## config.mk

```make
export PLATFORM = sky130hd
export DESIGN_NAME = fdpc_top
export DESIGN_NICKNAME = d
export VERILOG_FILES = /design/src/verilog/fdpc_pkg.sv /design/src/verilog/fdpc_tach.sv /design/src/verilog/fdpc_clkgen.sv /design/src/verilog/fdpc_top.sv
export SDC_FILE = /design/constraint.sdc
export NUM_CORES = 2
export LEC_CHECK = 0
export BUFFER_PORTS_ARGS = -buffer_cell sky130_fd_sc_hd__buf_2
export CAP_MARGIN = 20
export CORE_UTILIZATION = 36
export CTS_BUF_LIST = sky130_fd_sc_hd__clkbuf_8
export CTS_CLUSTER_DIAMETER = 150
export DETAILED_ROUTE_END_ITERATION = 12
export GPL_TIMING_DRIVEN = 0
export HOLD_SLACK_MARGIN = 0.05
export SLEW_MARGIN = 30
export SYNTH_ARGS = -nofsm -noshare
export SYNTH_HDL_FRONTEND = slang
export SYNTH_SLANG_ARGS = --single-unit
```

## constraint.sdc

```tcl
create_clock -name I_REF_CLK -period 26.2 [get_ports I_REF_CLK]
set_input_delay 5.24 -clock I_REF_CLK [delete_from_list [all_inputs] [get_ports I_REF_CLK]]
set_output_delay 5.24 -clock I_REF_CLK [all_outputs]
set_load 0.01 [all_outputs]
```

## src/verilog/fdpc_pkg.sv

```systemverilog
// constants, field layouts and carrier types for the fan drive pin control
// assumes a single 10 MHz reference clock and an APB register port
package fdpc_pkg;
  localparam int NCH = 6;
  localparam int NTACH = 12;
  localparam int CW = 11;
  localparam int AW = 8;
  localparam int PWM_DIV_DEF = 2;
  // ----------------------------------------------------------------------
  // register byte addresses
  // ----------------------------------------------------------------------
  localparam logic [7:0] A_GCFG = 8'h00;
  localparam logic [7:0] A_CHCFG = 8'h04;
  localparam logic [7:0] A_STAT = 8'h08;
  localparam logic [7:0] A_IMASK = 8'h0C;
  localparam logic [7:0] A_CHT0 = 8'h10;
  localparam logic [7:0] A_TCNT0 = 8'h28;
  localparam logic [7:0] A_PSTAT = 8'h58;
  localparam logic [7:0] A_STEP = 8'h04;
  localparam logic [31:0] GCFG_RST = 32'h00000000;
  localparam logic [31:0] CHCFG_RST = 32'h00000000;
  localparam logic [31:0] CHT_RST = 32'h00000000;
  localparam logic [5:0] IMASK_RST = 6'h00;
  // ----------------------------------------------------------------------
  // field positions
  // ----------------------------------------------------------------------
  localparam int F_XTAL = 0;
  localparam int F_STBY = 1;
  localparam int F_FLIM = 2;
  localparam int F_RATE = 4;
  localparam int F_NPER = 7;
  localparam int F_FOF = 9;
  localparam int F_PIN = 0;
  localparam int F_ZOF = 6;
  localparam int F_FMSK = 12;
  localparam int F_ANA = 18;
  localparam int F_LR = 24;
  localparam int F_TTGT = 16;
  localparam int F_RPM = 31;
  // ----------------------------------------------------------------------
  // duty, tach and timing figures
  // ----------------------------------------------------------------------
  localparam logic [7:0] DUTY_FULL = 8'hFF;
  localparam logic [7:0] DUTY_ZERO = 8'h00;
  localparam logic [7:0] PWM_TOP = 8'hFE;
  localparam logic [3:0][7:0] INIT_DUTY = {8'hFF, 8'hBF, 8'h66, 8'h00};
  localparam logic [3:0][2:0] FAIL_LIM = {3'h6, 3'h4, 3'h2, 3'h1};
  localparam logic [3:0][3:0] NPER = {4'h8, 4'h4, 4'h2, 4'h1};
  localparam logic [CW-1:0] CNT_MAX = 11'h7FF;
  localparam longint OSC_HZ = 32768;
  localparam longint REF_HZ = 10000000;
  localparam int NCO_W = 24;
  localparam logic [NCO_W-1:0] NCO_INC =
    NCO_W'((2 * OSC_HZ * (longint'(1) << NCO_W)) / REF_HZ);
  localparam logic [1:0] TICK_DIV_M1 = 2'h3;
  localparam int RCNT_W = 11;
  localparam logic [RCNT_W-1:0] RATE_BASE = 11'h008;
  // ----------------------------------------------------------------------
  // types
  // ----------------------------------------------------------------------
  typedef struct packed {
    logic en;
    logic analog;
    logic lr;
    logic [1:0] nper;
  } fdpc_tcfg_t;
  typedef struct packed {
    logic psel;
    logic penable;
    logic pwrite;
    logic [AW-1:0] paddr;
    logic [31:0] pwdata;
  } fdpc_apb_req_t;
  typedef enum logic [1:0] {
    S_INIT = 2'b01,
    S_RUN = 2'b10
  } fdpc_st_t;
endpackage

```

## src/verilog/fdpc_tach.sv

```systemverilog
// speed-pulse period counter for one tach source
// assumes i_pulse synchronous to i_clk and i_tick one cycle at 8192 Hz
`timescale 1ns/1ps
module fdpc_tach
  import fdpc_pkg::*;
(
  input wire logic i_clk,
  input wire logic i_rst_n,
  input wire logic i_ce,
  input wire logic i_tick,
  input wire logic i_pulse,
  input wire fdpc_tcfg_t i_cfg,
  output logic [CW-1:0] o_count,
  output logic o_done,
  output logic o_fail
);
  typedef struct packed {
    logic prev;
    logic [CW-1:0] cnt;
    logic [3:0] per;
    logic [CW-1:0] count;
    logic done;
    logic fail;
  } fdpc_tach_t;
  fdpc_tach_t q;
  fdpc_tach_t n;
  logic rise;

  always_comb
  begin
    n = q;
    n.done = 1'b0;
    n.fail = 1'b0;
    n.prev = i_pulse;
    rise = i_pulse & ~q.prev;
    if (!i_cfg.en)
    begin
      n.cnt = '0;
      n.per = '0;
    end
    else
    begin
      if (i_tick)
        n.cnt = q.cnt + 11'h001;
      // no edges for a full count window: stalled or missing fan
      if (i_tick && q.cnt == CNT_MAX)
      begin
        n.cnt = '0;
        n.per = '0;
        n.fail = 1'b1;
      end
      if (i_tick && i_cfg.lr && i_pulse)
        n.fail = 1'b1;
      if (rise)
      begin
        n.per = q.per + 4'h1;
        if (q.per + 4'h1 == NPER[i_cfg.nper])
        begin
          n.per = '0;
          n.cnt = '0;
          n.done = 1'b1;
          if (!i_cfg.analog)
            n.count = q.cnt;
        end
      end
    end
  end

  always_ff @(posedge i_clk or negedge i_rst_n)
  begin
    if (!i_rst_n)
    begin
      q <= '0;
      // pulse lines idle high on their pull-ups: no false edge at release
      q.prev <= 1'b1;
    end
    else if (i_ce)
      q <= n;
  end

  assign o_count = q.count;
  assign o_done = q.done;
  assign o_fail = q.fail;
endmodule

```

## src/verilog/fdpc_clkgen.sv

```systemverilog
// 32768 Hz clock source: internal NCO or sampled crystal, plus 8192 Hz tick
// assumes the crystal pin level is synchronous to i_clk
`timescale 1ns/1ps
module fdpc_clkgen
  import fdpc_pkg::*;
(
  input wire logic i_clk,
  input wire logic i_rst_n,
  input wire logic i_ce,
  input wire logic i_xtal_en,
  input wire logic i_xtal,
  output logic o_clk,
  output logic o_xout,
  output logic o_tick
);
  typedef struct packed {
    logic [NCO_W-1:0] acc;
    logic iclk;
    logic xs;
    logic xout;
    logic out;
    logic [1:0] div;
    logic tick;
  } fdpc_clk_t;
  fdpc_clk_t q;
  fdpc_clk_t n;
  logic carry;
  logic [NCO_W-1:0] sum;
  logic src;

  always_comb
  begin
    n = q;
    {carry, sum} = {1'b0, q.acc} + {1'b0, NCO_INC};
    n.acc = sum;
    if (carry)
      n.iclk = ~q.iclk;
    n.xs = i_xtal;
    n.xout = ~i_xtal;
    // nothing can gate the output; only the source changes
    src = i_xtal_en ? q.xs : q.iclk;
    n.out = src;
    n.tick = 1'b0;
    if (src && !q.out)
    begin
      n.div = q.div + 2'h1;
      if (q.div == TICK_DIV_M1)
        n.tick = 1'b1;
    end
  end

  always_ff @(posedge i_clk or negedge i_rst_n)
  begin
    if (!i_rst_n)
      q <= '0;
    else if (i_ce)
      q <= n;
  end

  assign o_clk = q.out;
  assign o_xout = q.xout;
  assign o_tick = q.tick;
endmodule

```

## src/verilog/fdpc_top.sv

```systemverilog
// six-channel fan drive pin control with APB registers
// assumes all pin inputs synchronous to I_REF_CLK, open-drain pins resolved
// outside from the _OE_N enables (low = pull low)
`timescale 1ns/1ps
module fdpc_top
  import fdpc_pkg::*;
#(
  parameter int PWM_DIV = PWM_DIV_DEF
)
(
  input wire logic I_REF_CLK,
  input wire logic I_RSTN,
  input wire logic I_CE,
  input wire logic I_PSEL,
  input wire logic I_PENABLE,
  input wire logic I_PWRITE,
  input wire logic [AW-1:0] I_PADDR,
  input wire logic [31:0] I_PWDATA,
  output logic [31:0] O_PRDATA,
  output logic O_PREADY,
  output logic O_PSLVERR,
  input wire logic [NCH-1:0] I_SPEED_PULSE_INPUT,
  input wire logic [NCH-1:0] I_FAN_DRIVE_OUTPUT_I,
  output logic [NCH-1:0] O_FAN_DRIVE_OUTPUT_O,
  output logic [NCH-1:0] O_FAN_DRIVE_OUTPUT_OE_N,
  input wire logic I_FULL_SPEED_N,
  output logic O_FAN_FAIL_O,
  output logic O_FAN_FAIL_OE_N,
  input wire logic I_INITIAL_DUTY_SELECT_LO,
  input wire logic I_INITIAL_DUTY_SELECT_HI,
  input wire logic I_CRYSTAL_PIN_IN,
  output logic O_CRYSTAL_PIN_OUT,
  output logic O_OSC_CLOCK_OUTPUT,
  output logic O_IRQ
);
  // ----------------------------------------------------------------------
  // state
  // ----------------------------------------------------------------------
  typedef struct packed {
    fdpc_st_t st;
    logic [31:0] gcfg;
    logic [31:0] chcfg;
    logic [NCH-1:0] imask;
    logic [NCH-1:0] stat;
    logic [NCH-1:0][31:0] cht;
    logic [NCH-1:0][7:0] duty;
    logic [NCH-1:0][7:0] rpmd;
    logic [NCH-1:0][2:0] fcnt;
    logic [NCH-1:0] fault;
    logic [7:0] pdiv;
    logic [7:0] pwmc;
    logic [RCNT_W-1:0] rcnt;
    logic [NCH-1:0] drv_oe_n;
    logic fail_oe_n;
    logic irq;
    logic [31:0] prdata;
    logic pready;
    logic pslverr;
  } fdpc_top_t;

  fdpc_top_t q;
  fdpc_top_t n;
  logic [1:0] rsync_r;
  logic rst_n;
  fdpc_apb_req_t req;
  logic [NTACH-1:0][CW-1:0] tcount;
  logic [NTACH-1:0] tdone;
  logic [NTACH-1:0] tfail;
  fdpc_tcfg_t [NTACH-1:0] tcfg;
  logic tick;
  logic osc_clk;
  logic xout;

  // ----------------------------------------------------------------------
  // reset release
  // ----------------------------------------------------------------------
  always_ff @(posedge I_REF_CLK or negedge I_RSTN)
  begin
    if (!I_RSTN)
      rsync_r <= 2'b00;
    else
      rsync_r <= {rsync_r[0], 1'b1};
  end
  assign rst_n = rsync_r[1];

  assign req = '{psel: I_PSEL, penable: I_PENABLE, pwrite: I_PWRITE,
                 paddr: I_PADDR, pwdata: I_PWDATA};

  // ----------------------------------------------------------------------
  // clock source and tach counters
  // ----------------------------------------------------------------------
  fdpc_clkgen u_clk (
    .i_clk(I_REF_CLK),
    .i_rst_n(rst_n),
    .i_ce(I_CE),
    .i_xtal_en(q.gcfg[F_XTAL]),
    .i_xtal(I_CRYSTAL_PIN_IN),
    .o_clk(osc_clk),
    .o_xout(xout),
    .o_tick(tick)
  );

  // sources 0..5 are dedicated inputs, 6..11 the fan pins in input mode
  for (genvar g = 0; g < NTACH; g++)
  begin : g_tach
    localparam int C = g % NCH;
    if (g < NCH)
    begin : g_ded
      assign tcfg[g] = '{en: 1'b1, analog: q.chcfg[F_ANA + C],
                         lr: q.chcfg[F_LR + C],
                         nper: q.gcfg[F_NPER +: 2]};
    end
    else
    begin : g_pin
      assign tcfg[g] = '{en: q.chcfg[F_PIN + C], analog: 1'b0, lr: 1'b0,
                         nper: q.gcfg[F_NPER +: 2]};
    end
    fdpc_tach u_tach (
      .i_clk(I_REF_CLK),
      .i_rst_n(rst_n),
      .i_ce(I_CE),
      .i_tick(tick),
      .i_pulse(g < NCH ? I_SPEED_PULSE_INPUT[C] : I_FAN_DRIVE_OUTPUT_I[C]),
      .i_cfg(tcfg[g]),
      .o_count(tcount[g]),
      .o_done(tdone[g]),
      .o_fail(tfail[g])
    );
  end

  // ----------------------------------------------------------------------
  // next state
  // ----------------------------------------------------------------------
  always_comb
  begin
    logic access;
    logic commit;
    logic hit;
    logic [31:0] rd;
    logic [NCH-1:0] fnow;
    logic [NCH-1:0] pres;
    logic full;
    logic step;
    logic [7:0] base;
    logic [7:0] tgt;
    logic [CW-1:0] ttgt;
    logic [RCNT_W-1:0] rlim;
    access = 1'b0;
    commit = 1'b0;
    hit = 1'b0;
    rd = '0;
    fnow = '0;
    pres = '0;
    full = 1'b0;
    step = 1'b0;
    base = '0;
    tgt = '0;
    ttgt = '0;
    rlim = '0;
    n = q;

    // register read mux and decode
    case (req.paddr)
      A_GCFG:
      begin
        hit = 1'b1;
        rd = q.gcfg;
      end
      A_CHCFG:
      begin
        hit = 1'b1;
        rd = q.chcfg;
      end
      A_STAT:
      begin
        hit = 1'b1;
        rd = {26'h0000000, q.stat};
      end
      A_IMASK:
      begin
        hit = 1'b1;
        rd = {26'h0000000, q.imask};
      end
      A_PSTAT:
      begin
        hit = 1'b1;
        rd = {25'h0000000, ~I_FULL_SPEED_N, q.fault};
      end
      default:
      begin
        hit = 1'b0;
      end
    endcase
    for (int i = 0; i < NCH; i++)
    begin
      if (req.paddr == A_CHT0 + AW'(i * A_STEP))
      begin
        hit = 1'b1;
        rd = q.cht[i];
      end
    end
    for (int i = 0; i < NTACH; i++)
    begin
      if (req.paddr == A_TCNT0 + AW'(i * A_STEP))
      begin
        hit = 1'b1;
        rd = {21'h000000, tcount[i]};
      end
    end

    // apb: one wait state, then pready with data
    access = req.psel & req.penable;
    commit = access & q.pready;
    n.pready = access & ~q.pready;
    n.pslverr = access & ~q.pready & ~hit;
    if (access && !q.pready)
      n.prdata = rd;
    if (commit && req.pwrite)
    begin
      case (req.paddr)
        A_GCFG: n.gcfg = req.pwdata;
        A_CHCFG: n.chcfg = req.pwdata;
        A_IMASK: n.imask = req.pwdata[NCH-1:0];
        default: n.gcfg = q.gcfg;
      endcase
      for (int i = 0; i < NCH; i++)
      begin
        if (req.paddr == A_CHT0 + AW'(i * A_STEP))
          n.cht[i] = req.pwdata;
      end
    end
    if (commit && !req.pwrite && req.paddr == A_STAT)
      n.stat = '0;

    // fault counting per channel
    for (int i = 0; i < NCH; i++)
    begin
      if (tfail[i] || (tfail[i + NCH] && q.chcfg[F_PIN + i]))
      begin
        if (q.fcnt[i] != FAIL_LIM[q.gcfg[F_FLIM +: 2]])
          n.fcnt[i] = q.fcnt[i] + 3'h1;
      end
      else if (tdone[i])
        n.fcnt[i] = '0;
      fnow[i] = (n.fcnt[i] == FAIL_LIM[q.gcfg[F_FLIM +: 2]]);
      pres[i] = fnow[i] & ~q.chcfg[F_FMSK + i];
    end
    n.fault = pres;
    n.stat = n.stat | (pres & ~q.fault);
    n.irq = |(n.stat & q.imask);
    n.fail_oe_n = ~|pres;

    // ramp pacing in 8192 Hz ticks; rate 0 means no pacing
    rlim = RATE_BASE << q.gcfg[F_RATE +: 3];
    if (q.gcfg[F_RATE +: 3] == 3'h0)
      step = 1'b1;
    else if (tick)
    begin
      n.rcnt = q.rcnt + 11'h001;
      if (n.rcnt >= rlim)
      begin
        step = 1'b1;
        n.rcnt = '0;
      end
    end

    full = ~I_FULL_SPEED_N | (q.gcfg[F_FOF] & |pres);
    for (int i = 0; i < NCH; i++)
    begin
      // closed loop: long period count means the fan is too slow
      ttgt = q.cht[i][F_TTGT +: CW];
      if (tdone[i] && !q.chcfg[F_ANA + i] && q.cht[i][F_RPM])
      begin
        if (tcount[i] > ttgt && q.rpmd[i] != DUTY_FULL)
          n.rpmd[i] = q.rpmd[i] + 8'h01;
        else if (tcount[i] < ttgt && q.rpmd[i] != DUTY_ZERO)
          n.rpmd[i] = q.rpmd[i] - 8'h01;
      end
      base = q.cht[i][F_RPM] ? q.rpmd[i] : q.cht[i][7:0];
      if (q.gcfg[F_STBY])
        base = DUTY_ZERO;
      if (fnow[i] && q.chcfg[F_ZOF + i])
        tgt = DUTY_ZERO;
      else if (full)
        tgt = DUTY_FULL;
      else
        tgt = base;
      if (step && q.duty[i] < tgt)
        n.duty[i] = q.duty[i] + 8'h01;
      else if (step && q.duty[i] > tgt)
        n.duty[i] = q.duty[i] - 8'h01;
    end

    // pwm: period of 255 counts, so full duty never drops low
    n.pdiv = q.pdiv + 8'h01;
    if (q.pdiv == 8'(PWM_DIV - 1))
    begin
      n.pdiv = '0;
      n.pwmc = (q.pwmc == PWM_TOP) ? 8'h00 : q.pwmc + 8'h01;
    end
    for (int i = 0; i < NCH; i++)
    begin
      if (q.chcfg[F_PIN + i])
        n.drv_oe_n[i] = 1'b1;
      else
        n.drv_oe_n[i] = (q.pwmc < q.duty[i]);
    end

    // start-up duty from the select pins, taken once
    case (q.st)
      S_INIT:
      begin
        for (int i = 0; i < NCH; i++)
        begin
          n.cht[i][7:0] = INIT_DUTY[{I_INITIAL_DUTY_SELECT_HI,
                                     I_INITIAL_DUTY_SELECT_LO}];
          n.duty[i] = n.cht[i][7:0];
          n.rpmd[i] = n.cht[i][7:0];
        end
        n.st = S_RUN;
      end
      S_RUN:
      begin
        n.st = S_RUN;
      end
      default:
      begin
        n.st = S_INIT;
      end
    endcase
  end

  // ----------------------------------------------------------------------
  // registers
  // ----------------------------------------------------------------------
  always_ff @(posedge I_REF_CLK or negedge rst_n)
  begin
    if (!rst_n)
    begin
      q <= '0;
      q.st <= S_INIT;
      q.gcfg <= GCFG_RST;
      q.chcfg <= CHCFG_RST;
      q.cht <= {NCH{CHT_RST}};
      q.imask <= IMASK_RST;
      q.drv_oe_n <= '1;
      q.fail_oe_n <= 1'b1;
    end
    else if (I_CE)
      q <= n;
  end

  assign O_PRDATA = q.prdata;
  assign O_PREADY = q.pready;
  assign O_PSLVERR = q.pslverr;
  assign O_FAN_DRIVE_OUTPUT_O = '0;
  assign O_FAN_DRIVE_OUTPUT_OE_N = q.drv_oe_n;
  assign O_FAN_FAIL_O = 1'b0;
  assign O_FAN_FAIL_OE_N = q.fail_oe_n;
  assign O_CRYSTAL_PIN_OUT = xout;
  assign O_OSC_CLOCK_OUTPUT = osc_clk;
  assign O_IRQ = q.irq;
endmodule

```

==> metrics.cfg <==
[timing]
finalHoldViolCount = 0
rsz0062_at_grt = false
setup_viol = 0
setup_slack_ps = 17040
post-route-min-period_ps = 9160
fmax_ghz = 0.109
finalCritPeriodShare_pct = 35.0
tightest_slew_ps = 1070
max_slew_margin_pct = 28.7
finalClockSkew_ps = 68.0
fin_tns_setup_ps = 0
slew_viol_final = 0

[synth]
yosys.area.top_type = dfrtp_1
syn_area_per_cell_um2 = 9.65
synthTopCellsByCount = 814 x dfrtp_1, 503 x nand2_1, 486 x o21ai_0
syn_inst = 5104
synth_edf_count = 0
yosysMostFrequentCell = dfrtp_1
synth_top_area_share_pct = 41.3
syn_area_um2 = 49300
yosysUniqueCellTypes = 90
synth_area_leaders = dfrtp_1 41%, mux2_2 9.0%, ha_1 7.0%, o21ai_0 4.9%, nand2_1 3.8%
async_flop_share_pct = 100
synth_seq_area_share_pct = 42.4
synth_flop_cell = dfrtp_1
yosysWarnings = 0
ys_ff_latch = 834

[finish]
final_net_count = 5733
area_delta_synth_final_pct = 13.7
stdcell_count = 7301
drive_gt1_share_pct = 16.5
filler_cell_count = 13376
fin_area_um2 = 56000

[floorplanning]
die_height_um = 372
start_util_pct = 36.3
rows = 135
dieArea_um2 = 138000
die_x_um = 372
floorplan.core_area_um2 = 136000
ioPinCount = 113

[drt]
first_pass_iters = 6
drc = 0
dr_total_vias = 42908
wl_per_cell_um = 26.4
routed_wl_um = 193000
ant_nets = 0
drt_first_iter_violations = 4155
via_per_inst = 5.88

[grt]
grt.total_usage_pct = 27.7
grt_pass1_wl_um = 280000
first_global_vias = 40558
grt.overflow.total = 0
grt_max_degree = 49
antenna_found_initial = 31

[pwr]
p_leak_uw = 0.0256
ir_worst_vdd_mv = 0.0475
cellPowerDensity_nw_per_um2 = 89.0
finalPower_uw = 4980

[setup_path]
crit_arrival_ps = 9920
r2r-start = q[428]
critPathLaunch = I_PADDR[3]
path_class = input port to flip-flop
cp.required_ps = 26960
critPathMaxFanout = 10
critPathLaunchType = input port
end_kind = flip-flop
rr_worst_depth = 27

[clock_network]
cts_root_buf = clkbuf_8
clock_path_buffers = 3
htreeDepth = 4
cts.sinks = 834
cts_tree = built
clkLatencyLatePin_ps = 930
clk_pin_slew_worst_paths_ps = 60
cts_inserted_buffers = 153
ctsResizeCount = 0
post_cts_buffers = 0
cts.hold.buffers_added = 0

[min_path]
hold_path.class = flip-flop to asynchronous set/reset pin

[outcome]
status = complete, no violations

[placed_design]
dp_hpwl_um = 147000
pre_cts_ws_ps = 16370
placed_area_um2 = 52700
globalplace.congestion = 0.985
dp.cells = 7011
port_buffers = 94

[job]
cap_violations = 0

## cell type report
cell class | instances | area [um2] | area share [%]
Tap cell | 1781 | 2230 | 3.98
Clock buffer | 199 | 2740 | 4.89
Clock inverter | 78 | 529 | 0.945
Sequential cell | 834 | 20900 | 37.3
Multi-Input combinational cell | 3804 | 26600 | 47.4
Inverter | 191 | 717 | 1.28
Antenna cell | 13 | 32.5 | 0.0581
Timing Repair Buffer | 120 | 1040 | 1.86
Buffer | 281 | 1260 | 2.26
## path summary, 6_finish.rpt
path | to | slack (ps)
max in group asynchronous | rsync_r[1] | 21960
worst min register to register | q[366] | 210
worst max register to register | q[156] | 18390
min in group I_REF_CLK | rsync_r[1] | 350
worst max-delay path | O_PRDATA[3] | 17040
worst min-delay path | q[366] | 210
## cell usage in the layout, fill, tap and decap left out, drive strengths merged, types with 111 or more instances in the layout
cell      n
nand2   503
nand3   120
a21o    111
nor2    294
buf     202
mux2    392
a21oi   312
o21ai   491
clkbuf  398
inv     245
dfrtp   814
ha      274
## per-layer routing
| layer | global-route usage (%) | vias up | wire (um) | part of all wire, % |
|---|---|---|---|---|
| met4 | 12.4 | 10 | 8720 | 4.5 |
| li1 | - | 19238 | - | - |
| met5 | 0 | - | 47 | 0.024 |
| met2 | 41.6 | 1730 | 84600 | 44 |
| met1 | 37.9 | 21584 | 83600 | 43 |
| met3 | 6.10 | 346 | 15800 | 8.2 |
## cells by family after synthesis
kind of cell / synth area share [%]
AND/OR/NAND/NOR: 14.0
AO/OA/AOI/OAI: 18.8
multiplexers: 10.4
adder cells (fa/ha/maj): 7.45
other: 0.0152
flip-flops: 42.4
buffers and inverters: 3.95
XOR/XNOR: 2.98
## report_power, final
part	total (uW)	internal (uW)	switching [uW]
clock	1350	720	628
sequential	1740	1470	270
combinational	1900	829	1070
## flip-flops by register name (all words and copies together), names as in the netlist
register / cells
g_tach.u_tach.o_fail: 12
O_PSLVERR: 1
g_tach.u_tach.o_done: 6
u_clk.o_tick: 1
O_PRDATA: 32
g_tach.u_tach.o_count: 132
O_FAN_DRIVE_OUTPUT_OE_N: 6
u_clk.o_xout: 1
rsync_r: 2
O_PREADY: 1
O_IRQ: 1
u_clk.q: 28
u_clk.o_clk: 1
g_tach.u_tach.q: 192
O_FAN_FAIL_OE_N: 1
q: 417
## through the flow
stage,util (%),hold slack (ps)
2_1_floorplan,-,331
3_3_place_gp,38.3,340
3_5_place_dp,38.8,212
4_1_cts,41.3,214
5_1_grt,41.3,226
6_report,41.3,208
## worst max-delay path, cell delays in order
cell and delay, ps:
buf_2 170, clkbuf_1 580, nand2_1 220, nor2_1 730, nand2_1 700, o21ai_0 370, a21oi_1 160, or3b_2 500
a221oi_1 520, o211ai_1 300, a221o_1 410
Note: power is estimated with default switching activity, not from simulation.
